`config.mk`:
```
export PLATFORM = sky130hd
export DESIGN_NAME = lbc_bias_ctrl
export DESIGN_NICKNAME = d
export VERILOG_FILES = /design/src/lbc_pkg.sv /design/src/lbc_bias_ctrl.sv
export SDC_FILE = /design/constraint.sdc
export NUM_CORES = 1
export LEC_CHECK = 0
export ABC_AREA = 1
export ABC_CLOCK_PERIOD_IN_PS = 14300
export BUFFER_PORTS_ARGS = -buffer_cell sky130_fd_sc_hd__buf_2
export CAP_MARGIN = 20
export CORE_UTILIZATION = 60
export DETAILED_ROUTE_END_ITERATION = 6
export GPL_TIMING_DRIVEN = 0
export PLACE_DENSITY_LB_ADDON = 0.25
export REMOVE_ABC_BUFFERS = 1
export SYNTH_ARGS = -nofsm -noshare
export SYNTH_HDL_FRONTEND = slang
export SYNTH_SLANG_ARGS = --single-unit
```
`constraint.sdc`:
```
create_clock -name core_clk -period 14.3 [get_ports core_clk]
set_input_delay 3.575 -clock core_clk [delete_from_list [all_inputs] [get_ports core_clk]]
set_output_delay 3.575 -clock core_clk [all_outputs]
set_load 0.02 [all_outputs]
```
`src/lbc_pkg.sv`:
```
package lbc_pkg;
  // Register offsets
  localparam logic [7:0] LBC_ADDR_CTRL  = 8'h09;
  localparam logic [7:0] LBC_ADDR_RAMP  = 8'h0a;
  localparam logic [7:0] LBC_ADDR_FILT  = 8'h0b;
  localparam logic [7:0] LBC_ADDR_BOOST = 8'h0c;
  // Reset values
  localparam logic [7:0] LBC_RST_CTRL  = 8'h18;
  localparam logic [7:0] LBC_RST_RAMP  = 8'h11;
  localparam logic [7:0] LBC_RST_FILT  = 8'h00;
  localparam logic [7:0] LBC_RST_BOOST = 8'h28;
  // Writable bit masks; reserved bits stay zero
  localparam logic [7:0] LBC_MASK_CTRL  = 8'h9f;
  localparam logic [7:0] LBC_MASK_RAMP  = 8'hff;
  localparam logic [7:0] LBC_MASK_FILT  = 8'h0f;
  localparam logic [7:0] LBC_MASK_BOOST = 8'h3f;
  // Control register fields
  localparam int LBC_BIT_MASTER   = 7;
  localparam int LBC_BIT_POS_DIS  = 4;
  localparam int LBC_BIT_NEG_DIS  = 3;
  localparam int LBC_BIT_POS_EN   = 2;
  localparam int LBC_BIT_NEG_EN   = 1;
  localparam int LBC_BIT_PIN_SEL  = 0;
  // Ramp and fault mode fields
  localparam int LBC_SHORT_MODE_HI = 7;
  localparam int LBC_SHORT_MODE_LO = 6;
  localparam int LBC_POS_RISE_HI   = 5;
  localparam int LBC_POS_RISE_LO   = 4;
  localparam int LBC_NEG_FALL_HI   = 3;
  localparam int LBC_NEG_FALL_LO   = 0;
  // Short filter fields
  localparam int LBC_POS_FILT_HI = 3;
  localparam int LBC_POS_FILT_LO = 2;
  localparam int LBC_NEG_FILT_HI = 1;
  localparam int LBC_NEG_FILT_LO = 0;
  // Voltage codes, 50 mV units above 4 V
  localparam logic [6:0] LBC_BASE_UNITS = 7'h50;      // 4 V in 50 mV units
  localparam logic [5:0] LBC_BOOST_SAT  = 6'h34;      // 6.6 V
  localparam logic [5:0] LBC_OUT_SAT    = 6'h2e;      // 6.3 V
  // Timing
  localparam int LBC_CLK_NS          = 50;
  localparam int LBC_POS_RAMP_US     = 228;           // per code step, nominal
  localparam int LBC_NEG_RAMP_US     = 456;           // per code step, nominal
  localparam int LBC_RAMP_NOM_STEPS  = 115;           // 5.75 V in 50 mV steps
  localparam int LBC_POS_STEP_CYC    = (LBC_POS_RAMP_US * 1000 / LBC_CLK_NS) / LBC_RAMP_NOM_STEPS;
  localparam int LBC_NEG_STEP_CYC    = (LBC_NEG_RAMP_US * 1000 / LBC_CLK_NS) / LBC_RAMP_NOM_STEPS;
  localparam int LBC_FILT_2MS_US     = 2000;
  localparam int LBC_FILT_1MS_US     = 1000;
  localparam int LBC_FILT_500US_US   = 500;
  localparam int LBC_FILT_100US_US   = 100;
  localparam int LBC_FILT_2MS_CYC    = LBC_FILT_2MS_US * 1000 / LBC_CLK_NS;
  localparam int LBC_FILT_1MS_CYC    = LBC_FILT_1MS_US * 1000 / LBC_CLK_NS;
  localparam int LBC_FILT_500US_CYC  = LBC_FILT_500US_US * 1000 / LBC_CLK_NS;
  localparam int LBC_FILT_100US_CYC  = LBC_FILT_100US_US * 1000 / LBC_CLK_NS;
endpackage

```
`src/lbc_bias_ctrl.sv`:
```
`timescale 1ns/100ps

// Short qualifier: one pulse once raw has held for limit cycles
module lbc_short_filter (
  input  wire logic        core_clk,
  input  wire logic        rst,
  input  wire logic        raw,
  input  wire logic [15:0] limit,
  output logic             hit
);

  logic [15:0] cnt_r;
  logic        done_r;

  // Count while short persists; a release restarts the qualification
  always_ff @(posedge core_clk or posedge rst) begin
    if (rst) begin
      cnt_r  <= 16'h0000;
      done_r <= 1'b0;
    end else if (!raw) begin
      cnt_r  <= 16'h0000;
      done_r <= 1'b0;
    end else if (!done_r) begin
      done_r <= (cnt_r + 16'h0001 >= limit);
      cnt_r  <= cnt_r + 16'h0001;
    end
  end

  assign hit = raw && !done_r && (cnt_r + 16'h0001 >= limit);
endmodule

// Fixed-slew ramp of output level in 50 mV units
module lbc_ramp (
  input  wire logic        core_clk,
  input  wire logic        rst,
  input  wire logic        on,
  input  wire logic [6:0]  target,
  input  wire logic [11:0] step_cyc,
  output logic      [6:0]  level
);

  logic [11:0] tick_r;

  // One 50 mV step per step_cyc, so time scales with target voltage
  always_ff @(posedge core_clk or posedge rst) begin
    if (rst) begin
      tick_r <= 12'h000;
      level  <= 7'h00;
    end else if (!on) begin
      tick_r <= 12'h000;
      level  <= 7'h00;                                // Discharge is analog
    end else if (level != target) begin
      if (tick_r + 12'h001 >= step_cyc) begin
        tick_r <= 12'h000;
        level  <= (level < target) ? level + 7'h01 : level - 7'h01;
      end else begin
        tick_r <= tick_r + 12'h001;
      end
    end else begin
      tick_r <= 12'h000;
    end
  end
endmodule

// Function
// - Master enable low keeps the whole bias supply off.
// - Positive discharge bit enables positive pulldown while that output is off.
// - Negative discharge bit enables negative pulldown while that output is off.
// - Pin select low: outputs enabled only by their register bits.
// - Pin select high: outputs enabled only by the enable pins.
// - Short mode: 0X flag only, 10 shuts outputs, 11 also backlight.
// - Positive rise field picks 228/456/684/912 us, reset code 01.
// - Negative fall field picks (code+1)*456 us, reset code 0001.
// - Positive ramp fixed slew; time nominal at 5.75 V, scales with target.
// - Negative ramp fixed slew; time scales with magnitude of target.
// - Positive short filter: 2ms, 1ms, 500us, 100us; default 00.
// - Negative short filter uses same four times; default 00.
// - Boost code is 4 V plus 50 mV steps, saturating at 6.6 V.
// - New output voltage codes apply only when control register rewritten.
// - Software reset returns all registers to reset values; the soft_reset request is a level input that the host must drop.
module lbc_bias_ctrl
  import lbc_pkg::*;
#(
  parameter int FILT_2MS_CYC   = LBC_FILT_2MS_CYC,
  parameter int FILT_1MS_CYC   = LBC_FILT_1MS_CYC,
  parameter int FILT_500US_CYC = LBC_FILT_500US_CYC
) (
  core_clk,
  rst,
  soft_reset,
  reg_wr,
  reg_rd,
  reg_addr,
  reg_wdata,
  reg_rdata,
  pos_code_req,
  neg_code_req,
  pos_enable_pin,
  neg_enable_pin,
  pos_short_raw,
  neg_short_raw,
  bias_supply_on,
  pos_out_on,
  neg_out_on,
  pos_pulldown_on,
  neg_pulldown_on,
  pos_short_event,
  neg_short_event,
  backlight_shutdown,
  pos_level,
  neg_level,
  boost_code
);
  input  wire logic       core_clk;
  input  wire logic       rst;
  input  wire logic       soft_reset;
  input  wire logic       reg_wr;
  input  wire logic       reg_rd;
  input  wire logic [7:0] reg_addr;
  input  wire logic [7:0] reg_wdata;
  output logic      [7:0] reg_rdata;
  input  wire logic [5:0] pos_code_req;
  input  wire logic [5:0] neg_code_req;
  input  wire logic       pos_enable_pin;
  input  wire logic       neg_enable_pin;
  input  wire logic       pos_short_raw;
  input  wire logic       neg_short_raw;
  output logic            bias_supply_on;
  output logic            pos_out_on;
  output logic            neg_out_on;
  output logic            pos_pulldown_on;
  output logic            neg_pulldown_on;
  output logic            pos_short_event;
  output logic            neg_short_event;
  output logic            backlight_shutdown;
  output logic      [6:0] pos_level;
  output logic      [6:0] neg_level;
  output logic      [5:0] boost_code;

  logic [7:0]  ctrl_r;
  logic [7:0]  ramp_r;
  logic [7:0]  filt_r;
  logic [7:0]  boost_r;
  logic [5:0]  pos_code_r;
  logic [5:0]  neg_code_r;
  logic        outs_shut_r;
  logic        pos_on_nxt;
  logic        neg_on_nxt;
  logic        pos_hit;
  logic        neg_hit;
  logic [15:0] pos_limit;
  logic [15:0] neg_limit;
  logic [11:0] pos_step;
  logic [11:0] neg_step;
  logic        ctrl_wr;

  assign ctrl_wr = reg_wr && (reg_addr == LBC_ADDR_CTRL);

  // Register writes; soft reset restores all defaults in one cycle
  // soft reset restore
  always_ff @(posedge core_clk or posedge rst) begin
    if (rst) begin
      ctrl_r  <= LBC_RST_CTRL;
      ramp_r  <= LBC_RST_RAMP;
      filt_r  <= LBC_RST_FILT;
      boost_r <= LBC_RST_BOOST;
    end else if (soft_reset) begin
      ctrl_r  <= LBC_RST_CTRL;
      ramp_r  <= LBC_RST_RAMP;
      filt_r  <= LBC_RST_FILT;
      boost_r <= LBC_RST_BOOST;
    end else if (reg_wr) begin
      case (reg_addr)
        LBC_ADDR_CTRL:  ctrl_r  <= reg_wdata & LBC_MASK_CTRL;
        LBC_ADDR_RAMP:  ramp_r  <= reg_wdata & LBC_MASK_RAMP;
        LBC_ADDR_FILT:  filt_r  <= reg_wdata & LBC_MASK_FILT;
        LBC_ADDR_BOOST: boost_r <= reg_wdata & LBC_MASK_BOOST;
        default: ;
      endcase
    end
  end

  // Read data registered; unmapped offsets read zero
  always_ff @(posedge core_clk or posedge rst) begin
    if (rst) begin
      reg_rdata <= 8'h00;
    end else if (reg_rd) begin
      case (reg_addr)
        LBC_ADDR_CTRL:  reg_rdata <= ctrl_r;
        LBC_ADDR_RAMP:  reg_rdata <= ramp_r;
        LBC_ADDR_FILT:  reg_rdata <= filt_r;
        LBC_ADDR_BOOST: reg_rdata <= boost_r;
        default:        reg_rdata <= 8'h00;
      endcase
    end
  end

  // Voltage codes latched only on a control write, so both move together
  // commit on rewrite
  always_ff @(posedge core_clk or posedge rst) begin
    if (rst) begin
      pos_code_r <= 6'h00;
      neg_code_r <= 6'h00;
    end else if (ctrl_wr && !soft_reset) begin
      pos_code_r <= (pos_code_req > LBC_OUT_SAT) ? LBC_OUT_SAT : pos_code_req;
      neg_code_r <= (neg_code_req > LBC_OUT_SAT) ? LBC_OUT_SAT : neg_code_req;
    end
  end

  // Output gating
  // register enables
  always_comb begin
    if (ctrl_r[LBC_BIT_PIN_SEL]) begin
      pos_on_nxt = pos_enable_pin;
      neg_on_nxt = neg_enable_pin;
    end else begin
      pos_on_nxt = ctrl_r[LBC_BIT_POS_EN];
      neg_on_nxt = ctrl_r[LBC_BIT_NEG_EN];
    end
    pos_on_nxt = pos_on_nxt && ctrl_r[LBC_BIT_MASTER] && !outs_shut_r;
    neg_on_nxt = neg_on_nxt && ctrl_r[LBC_BIT_MASTER] && !outs_shut_r;
  end

  // Registered enables and pulldowns
  // positive pulldown
  always_ff @(posedge core_clk or posedge rst) begin
    if (rst) begin
      bias_supply_on  <= 1'b0;
      pos_out_on      <= 1'b0;
      neg_out_on      <= 1'b0;
      pos_pulldown_on <= 1'b0;
      neg_pulldown_on <= 1'b0;
    end else begin
      bias_supply_on  <= ctrl_r[LBC_BIT_MASTER];
      pos_out_on      <= pos_on_nxt;
      neg_out_on      <= neg_on_nxt;
      pos_pulldown_on <= ctrl_r[LBC_BIT_POS_DIS] && !pos_on_nxt;
      neg_pulldown_on <= ctrl_r[LBC_BIT_NEG_DIS] && !neg_on_nxt;
    end
  end

  // Filter time selection
  // positive filter time
  function automatic logic [15:0] filt_sel(input logic [1:0] code);
    case (code)
      2'h0:    filt_sel = 16'(FILT_2MS_CYC);
      2'h1:    filt_sel = 16'(FILT_1MS_CYC);
      2'h2:    filt_sel = 16'(FILT_500US_CYC);
      default: filt_sel = 16'(LBC_FILT_100US_CYC);
    endcase
  endfunction

  assign pos_limit = filt_sel(filt_r[LBC_POS_FILT_HI:LBC_POS_FILT_LO]);
  assign neg_limit = filt_sel(filt_r[LBC_NEG_FILT_HI:LBC_NEG_FILT_LO]);

  lbc_short_filter u_pos_filt (
    .core_clk (core_clk),
    .rst      (rst),
    .raw      (pos_short_raw && pos_out_on),
    .limit    (pos_limit),
    .hit      (pos_hit)
  );

  lbc_short_filter u_neg_filt (
    .core_clk (core_clk),
    .rst      (rst),
    .raw      (neg_short_raw && neg_out_on),
    .limit    (neg_limit),
    .hit      (neg_hit)
  );

  // Short reaction; shutdown holds until the control register is rewritten or soft reset is applied
  // short reaction mode
  always_ff @(posedge core_clk or posedge rst) begin
    if (rst) begin
      outs_shut_r        <= 1'b0;
      backlight_shutdown <= 1'b0;
      pos_short_event    <= 1'b0;
      neg_short_event    <= 1'b0;
    end else begin
      pos_short_event <= pos_hit;
      neg_short_event <= neg_hit;
      if ((pos_hit || neg_hit) && ramp_r[LBC_SHORT_MODE_HI]) begin
        outs_shut_r <= 1'b1;                          // New short wins over clear
        if (ramp_r[LBC_SHORT_MODE_LO]) begin
          backlight_shutdown <= 1'b1;
        end
      end else if (ctrl_wr || soft_reset) begin
        outs_shut_r        <= 1'b0;
        backlight_shutdown <= 1'b0;
      end
    end
  end

  // Step period per 50 mV so that 5.75 V takes the nominal time
  // positive rise select
  assign pos_step = 12'(({10'h000, ramp_r[LBC_POS_RISE_HI:LBC_POS_RISE_LO]} + 12'h001)
                        * 12'(LBC_POS_STEP_CYC));
  assign neg_step = 12'(({8'h00, ramp_r[LBC_NEG_FALL_HI:LBC_NEG_FALL_LO]} + 12'h001)
                        * 12'(LBC_NEG_STEP_CYC));

  lbc_ramp u_pos_ramp (
    .core_clk (core_clk),
    .rst      (rst),
    .on       (pos_out_on),
    .target   (LBC_BASE_UNITS + {1'b0, pos_code_r}),
    .step_cyc (pos_step),
    .level    (pos_level)
  );

  lbc_ramp u_neg_ramp (
    .core_clk (core_clk),
    .rst      (rst),
    .on       (neg_out_on),
    .target   (LBC_BASE_UNITS + {1'b0, neg_code_r}),
    .step_cyc (neg_step),
    .level    (neg_level)
  );

  // Boost target, clipped at 6.6 V
  // boost saturation
  always_ff @(posedge core_clk or posedge rst) begin
    if (rst) begin
      boost_code <= LBC_RST_BOOST[5:0];
    end else begin
      boost_code <= (boost_r[5:0] > LBC_BOOST_SAT) ? LBC_BOOST_SAT : boost_r[5:0];
    end
  end
endmodule

```
# Word-level counts from Yosys, hierarchy flattened
# Index checks and enable logic that the tools add are counted.
[totals]
regBits = 139
out_inout_bits = 36
elab_cells = 149
[op_classes]
reduce_logical = 38
n_addsub = 12
order_cmp = 9
n_mul = 2
n_eq_ne = 17
muxes = 46
[ops]
columns = ["cell", "count"]
rows = [
  ["$mux 8", 12],
  ["$pmux 16 s3", 2],
  ["$mux 12", 6],
  ["$mux 16", 4],
  ["$mux 7", 8],
  ["$add 16x1->16 const B", 2],
  ["$eq 8x4->1 const B", 4],
  ["$ge 16x16->1", 2],
  ["$pmux 8 s4", 1],
  ["$add 12x1->12 const B", 2],
  ["$gt 6x6->1 const B", 3],
  ["$mux 6", 3],
  ["$logic_and 1x1->1", 15],
  ["$add 7x1->7 const B", 2],
  ["$add 7x6->7 const A", 2],
  ["$lt 7x7->1", 2],
  ["$ne 7x7->1", 2],
  ["$reduce_and 2->1", 7],
  ["$sub 7x1->7 const B", 2],
  ["$ge 12x12->1", 1],
  ["$ge 12x9->1", 1],
  ["$mul 5x7->12 const B", 1],
  ["$reduce_bool 2->1", 6],
  ["$mux 1", 10],
  ["other kinds (10)", 24],
]

# Longest topological paths before layout
[depth]
ltp_word = 8
ltp_mapped = 29

# Modules after synthesis
# Synthesis repeated with hierarchy kept, for this count alone.
[unflattened]
hier_cells = 1372
hier_area_um2 = 10238.6
[by_module_without_submodules]
columns = ["module", "cells_per_inst", "area_per_inst_um2", "n_inst", "seq_area_each_um2"]
rows = [
  ["lbc_bias_ctrl", 465, 3758.6, 1, 1486.4],
  ["lbc_short_filter", 205, 1456.4, 2, 425.4],
  ["lbc_ramp at u_pos_ramp", 250, 1813.0, 1, 475.5],
  ["lbc_ramp at u_neg_ramp", 247, 1754.2, 1, 475.5],
]

# Least setup slack after synthesis
# OpenSTA, ideal clock, no wires.
[synth_timing]
kind = "register to register"
start = "reg ramp_r[0]"
end = "reg u_neg_ramp.level[4]"
slack_ns = 9.461
arrival_time_ns = 4.721
path_stages_with_launch = 29
setup_ns = 0.118
cell_sequence = "dfstp_2 -> ha_1 -> xor2_1 -> inv_1 -> fa_1 -> fa_1 -> inv_1 -> ha_1 -> ha_1 -> nand3_1 -> nand2_1 -> a21oi_1 -> o21bai_1 -> nand2_1 -> nand3b_1 -> nand2_1 -> nand2_1 -> nand2_1 -> ha_1 -> nand2_1 -> inv_1 -> nand3_1 -> inv_1 -> a21oi_1 -> nand3_1 -> nand2_1 -> nand2_1 -> nand3b_1 -> nand2_1"
[synth_between]
elab_chain_cells = 5
[synth_rtl]
columns = ["item", "line_no", "text"]
rows = [
  ["start, declared", "lbc_bias_ctrl.sv:141", "logic [7:0] ramp_r;"],
  ["start signal, assigned", "lbc_bias_ctrl.sv:175", "LBC_ADDR_RAMP: ramp_r <= reg_wdata & LBC_MASK_RAMP;"],
  ["$add 4x1->5", "lbc_bias_ctrl.sv:299", "assign neg_step = 12'(({8'h00, ramp_r[LBC_NEG_FALL_HI:LBC_NEG_FALL_LO]} + 12'h001)"],
  ["$mul 5x7->12", "lbc_bias_ctrl.sv:300", "* 12'(LBC_NEG_STEP_CYC));"],
  ["$ge 12x12->1", "lbc_bias_ctrl.sv:53", "if (tick_r + 12'h001 >= step_cyc) begin"],
  ["$ne 2x1->1 (no line)", "-", ""],
  ["$reduce_and 2->1 (no line)", "-", ""],
  ["end signal, assigned", "lbc_bias_ctrl.sv:55", "level <= (level < target) ? level + 7'h01 : level - 7'h01;"],
  ["end, declared", "lbc_bias_ctrl.sv:39", "output logic [6:0] level"],
]
# No other way between the ends.
# A chain may end at the register's enable or synchronous reset.

# Worst setup path after layout
[layout_timing]
start = "reg ramp_r[0]"
end = "reg u_neg_ramp.tick_r[2]"
[layout_between]
elab_chain_cells = 6
[layout_rtl]
columns = ["item", "line_no", "text"]
rows = [
  ["$add 4x1->5", "lbc_bias_ctrl.sv:299", ""],
  ["$mul 5x7->12", "lbc_bias_ctrl.sv:300", ""],
  ["$ge 12x12->1", "lbc_bias_ctrl.sv:53", ""],
  ["$mux 12", "lbc_bias_ctrl.sv:53", ""],
  ["$mux 12", "lbc_bias_ctrl.sv:52", "end else if (level != target) begin"],
  ["$mux 12", "lbc_bias_ctrl.sv:49", "end else if (!on) begin"],
  ["end signal, assigned", "lbc_bias_ctrl.sv:57", "tick_r <= tick_r + 12'h001;"],
  ["end, declared", "lbc_bias_ctrl.sv:42", "logic [11:0] tick_r;"],
]
# No other way between the ends.

==> metrics.md <==
| Metric | Value |
|---|---|
| Total power | `roughly 0.95 mW` |
| Die ar. | `between 15,000 and 20,000 µm²` |
| Hold_buf cts | `0` |
| Worst VDD drop | `0.0943 mV` |
| Post-DP Area | `approximately 9500 µm²` |
| CTS H-tree depth | `4` |
| Async set or reset register ratio after synthesis | `100%` |
| Layout cells sized above 1 | `between 10% and 20%` |
| FMAX | `0.180 GHz` |
| Hold WC Path Type | `register to register` |
| Post-synth EDFFs | `0` |
| Drt via density | `5.38` |
| Crit path max-delay family | `adder cells` |
| Data required, critical path | `14.63 ns` |
| Met2 usage | `between 40% and 50%` |
| Area delta synth->final | `13.0%` |
| CP arrival | `just under 6 ns` |
| TritonCTS buffer count | `17` |
| Cell area after synthesis | `~9000 µm²` |
| CP max stage delay | `0.60 ns` |
| Largest net degree at the start of global routing | `83` |
| Clk root buf | `clkbuf_16` |
| Critical Path Source Type | `register` |
| Ys Warns | `0` |
| Switch share | `26.5%` |
| Most used cell, CP | `nand2_1` |
| Leakage power figure | `approximately 5.5 nW` |
| Skew-Pair Late Insertion Delay | `around 0.43 ns` |
| Tmin final | `~5.5 ns` |
| Starting density of the core | `about three fifths` |
| IO Pins | `73` |
| Met3 GRT Util | `4.85%` |
| Crit-path max FO | `12` |
| Critical Path End Type | `register` |
| Final setup violation count | `0` |
| Post-CTS Setup Repair Bufs | `0` |
| Count of antenna-violating nets left after detailed routing | `0` |
| Period utilization | `38.8%` |
| Seq/Total Area, Yosys | `a little over a third` |
| Final GP Congestion | `0.838` |
| Fin util | `69.6%` |
| DRC viols | `0` |
| Number of fill cells in the layout | `1,162` |
| Setup_tns | `0 ns` |
| Number of global-route vias before repair | `approximately 7,400` |
| Post-synthesis compound-gate area fraction | `10.9%` |
| Row count | `44` |
| Post-detail-place hpwl | `14,700 µm` |
| Final worst slack | `8.76 ns` |
| Primary FF master, synth | `dfrtp_1` |
| GRT Max-Usage Layer | `met2` |
| Initial antenna violation count | `1` |
| CTS tree | `yes` |
| Logic pwr share | `12.8%` |
| Setup repair after global routing missed its margin | `false` |
| Worst hold margin | `between 0.3 and 0.4 ns` |
| Post-cts sizing count | `0` |
| Final #Nets | `1,350` |
| Seq cells post-synth | `131` |
| Synth Area in Adders | `17.0%` |
| Vias after detailed routing | `7,488` |
| Post-synthesis xor/xnor area fraction | `4.97%` |
| Met1 Use GR | `34.6%` |
| Die Y | `124 µm` |
| Sequential Power Share | `between 40% and 50%` |
| Status | `finished clean` |
| Largest family of logic cells by synthesized area | `simple AND/OR/NAND/NOR gates` |
| Grt ovf | `0` |
| Syn_area_per_cell | `8.07 µm²` |
| Slew Limit Fails | `0` |
| Post-Place Setup Slack | `8.75 ns` |
| Synth Area in Simple Gates | `between 20% and 30%` |
| Critical path class | `register to register` |
| Cell count after synthesis | `roughly 1,100` |
| Fin cells | `1,393` |
| First-pass GRT wire length | `33,900 µm` |
| Slew of the pin with the lowest slew margin | `0.862 ns` |
| Worst Clk Skew | `0.00487 ns` |
| Routed wire length | `19,400 µm` |
| Dpl cells | `1,360` |
| Int Power | `0.698 mW` |
| Routed WL per cell | `roughly 14 µm` |
| Pre-Repair DR Iteration Count | `5` |
| Relative slew margins | `41.0%` |
| CP max stage cell | `dfstp_2` |
| Max-Cap Viols | `0` |
| PwrDens | `between 90 and 100 nW/µm²` |
| Switching pwr | `0.251 mW` |
| CTS sink cnt | `131` |
| Port Buf Inserts | `72` |
| 1st-iter DRT viols | `roughly 450` |
| Core outline area | `between 10,000 and 15,000 µm²` |
| Tot GR Track Use | `27.0%` |
| Clock share of power | `46.9%` |
| Clock Path Buffers | `2` |
| Multiplexer share of the synthesized area | `0%` |
| Clock-pin slew on the worst setup and hold paths | `0.06 ns` |
| Die extent in x | `around 120 µm` |
| Buf/Inv on CP | `4` |
| Synth cell types | `50` |
| Post-route cell area | `10,200 µm²` |
| Hold violation total from the final report | `0` |
[metal layers]
metal  share of wire (%)  vias to the layer above
met1                  46                     3536
met5                   0                        -
met3                 3.3                       42
met2                  48                      132
met4                 2.9                        0
li1                    -                     3778
[synth_stat cells (8+ instances only)]
cell,number,area [µm²]
inv_1,195,732
nor2_1,86,323
nand3_1,53,265
o21ai_0,67,335
dfrtp_1,123,3080
a21oi_1,46,230
xnor2_1,13,114
nand2_1,219,822
dfstp_2,8,210
nand4_1,18,113
xor2_1,38,333
o22ai_1,30,188
ha_1,111,1390
[power groups by stage]
stage	clock, mW	combinational (mW)	sequential, mW
2_1_floorplan	0	0.0890	0.388
3_3_place_gp	0	0.115	0.388
3_5_place_dp	0	0.121	0.388
4_1_cts	0.450	0.123	0.382
5_1_grt	0.465	0.142	0.382
6_report	0.445	0.122	0.382
[layout make-up]
cell class | instances | area [µm²] | share of cell area (%)
diodes | 1 | 2.50 | 0.0246
clock inverters | 11 | 128 | 1.26
inverters | 202 | 763 | 7.52
clock buffers | 21 | 480 | 4.73
multi-input cells | 770 | 4870 | 48.0
well taps | 184 | 230 | 2.27
repair buffers | 73 | 388 | 3.82
flip-flops and latches | 131 | 3290 | 32.4
[path summary, 6_finish.rpt]
kind	from	endpoint	slack (ns)	cells after the start
worst max-delay path	ramp_r[0]$_DFFE_PP1P_	u_neg_ramp.tick_r[2]$_DFF_PP0_	8.76	25
worst min-delay path	boost_r[5]$_DFFE_PP1P_	boost_code[5]$_DFF_PP1_	0.39	0
worst max register to register	ramp_r[0]$_DFFE_PP1P_	u_neg_ramp.tick_r[2]$_DFF_PP0_	8.76	25
worst min register to register	boost_r[5]$_DFFE_PP1P_	boost_code[5]$_DFF_PP1_	0.39	0
max in group asynchronous	rst	boost_r[3]$_DFFE_PP1P_	10.33	3
min in group asynchronous	rst	u_pos_filt.cnt_r[3]$_DFFE_PP0P_	3.19	2
[kinds of logic after synthesis]
group                    after synthesis
AND/OR/NAND/NOR                      424
adder cells (fa/ha/maj)              118
flip-flops                           131
buffers and inverters                214
other                                  1
AO/OA/AOI/OAI                        174
XOR/XNOR                              51
[cells in the final DEF, fill, tap and decap left out, types with 8 or more instances in the layout]
master and instances:
nand2_1 219, inv_1 194, dfrtp_1 123, ha_1 111, nor2_1 86, buf_2 72
o21ai_0 67, nand3_1 53, a21oi_1 46, xor2_1 38, o22ai_1 30, nand4_1 18
clkbuf_16 17, xnor2_1 13, dfstp_2 8
[state kept, by name, summed over array words and instances, names as in the netlist, 4 cells and up]
name and cells:
u_pos_ramp.level 7, u_neg_filt.cnt_r 16, reg_rdata 8, u_neg_ramp.level 7, boost_r 6, pos_code_r 6
u_pos_ramp.tick_r 12, u_neg_ramp.tick_r 12, ctrl_r 6, neg_code_r 6, boost_code 6, ramp_r 8
u_pos_filt.cnt_r 16, filt_r 4
[worst reg2reg max path, cell delays in order (launching register included)]
cell and delay, ns:
dfstp_2 0.60, ha_1 0.20, xor2_1 0.51, inv_1 0.14
fa_1 0.53, fa_1 0.52, inv_1 0.05, ha_1 0.28
ha_1 0.35, nand3_1 0.09, nand2_1 0.10, a21oi_1 0.07
o21bai_1 0.19, nand2_1 0.08, nand3b_1 0.11, nand2_1 0.05
nand2_1 0.05, nand2_1 0.08, ha_1 0.28, nand2_1 0.08
inv_1 0.04, nand3_1 0.09, inv_1 0.06, a21oi_1 0.19
nand4_1 0.42, nor3_1 0.28
Note: power is estimated with default switching activity, not from simulation.
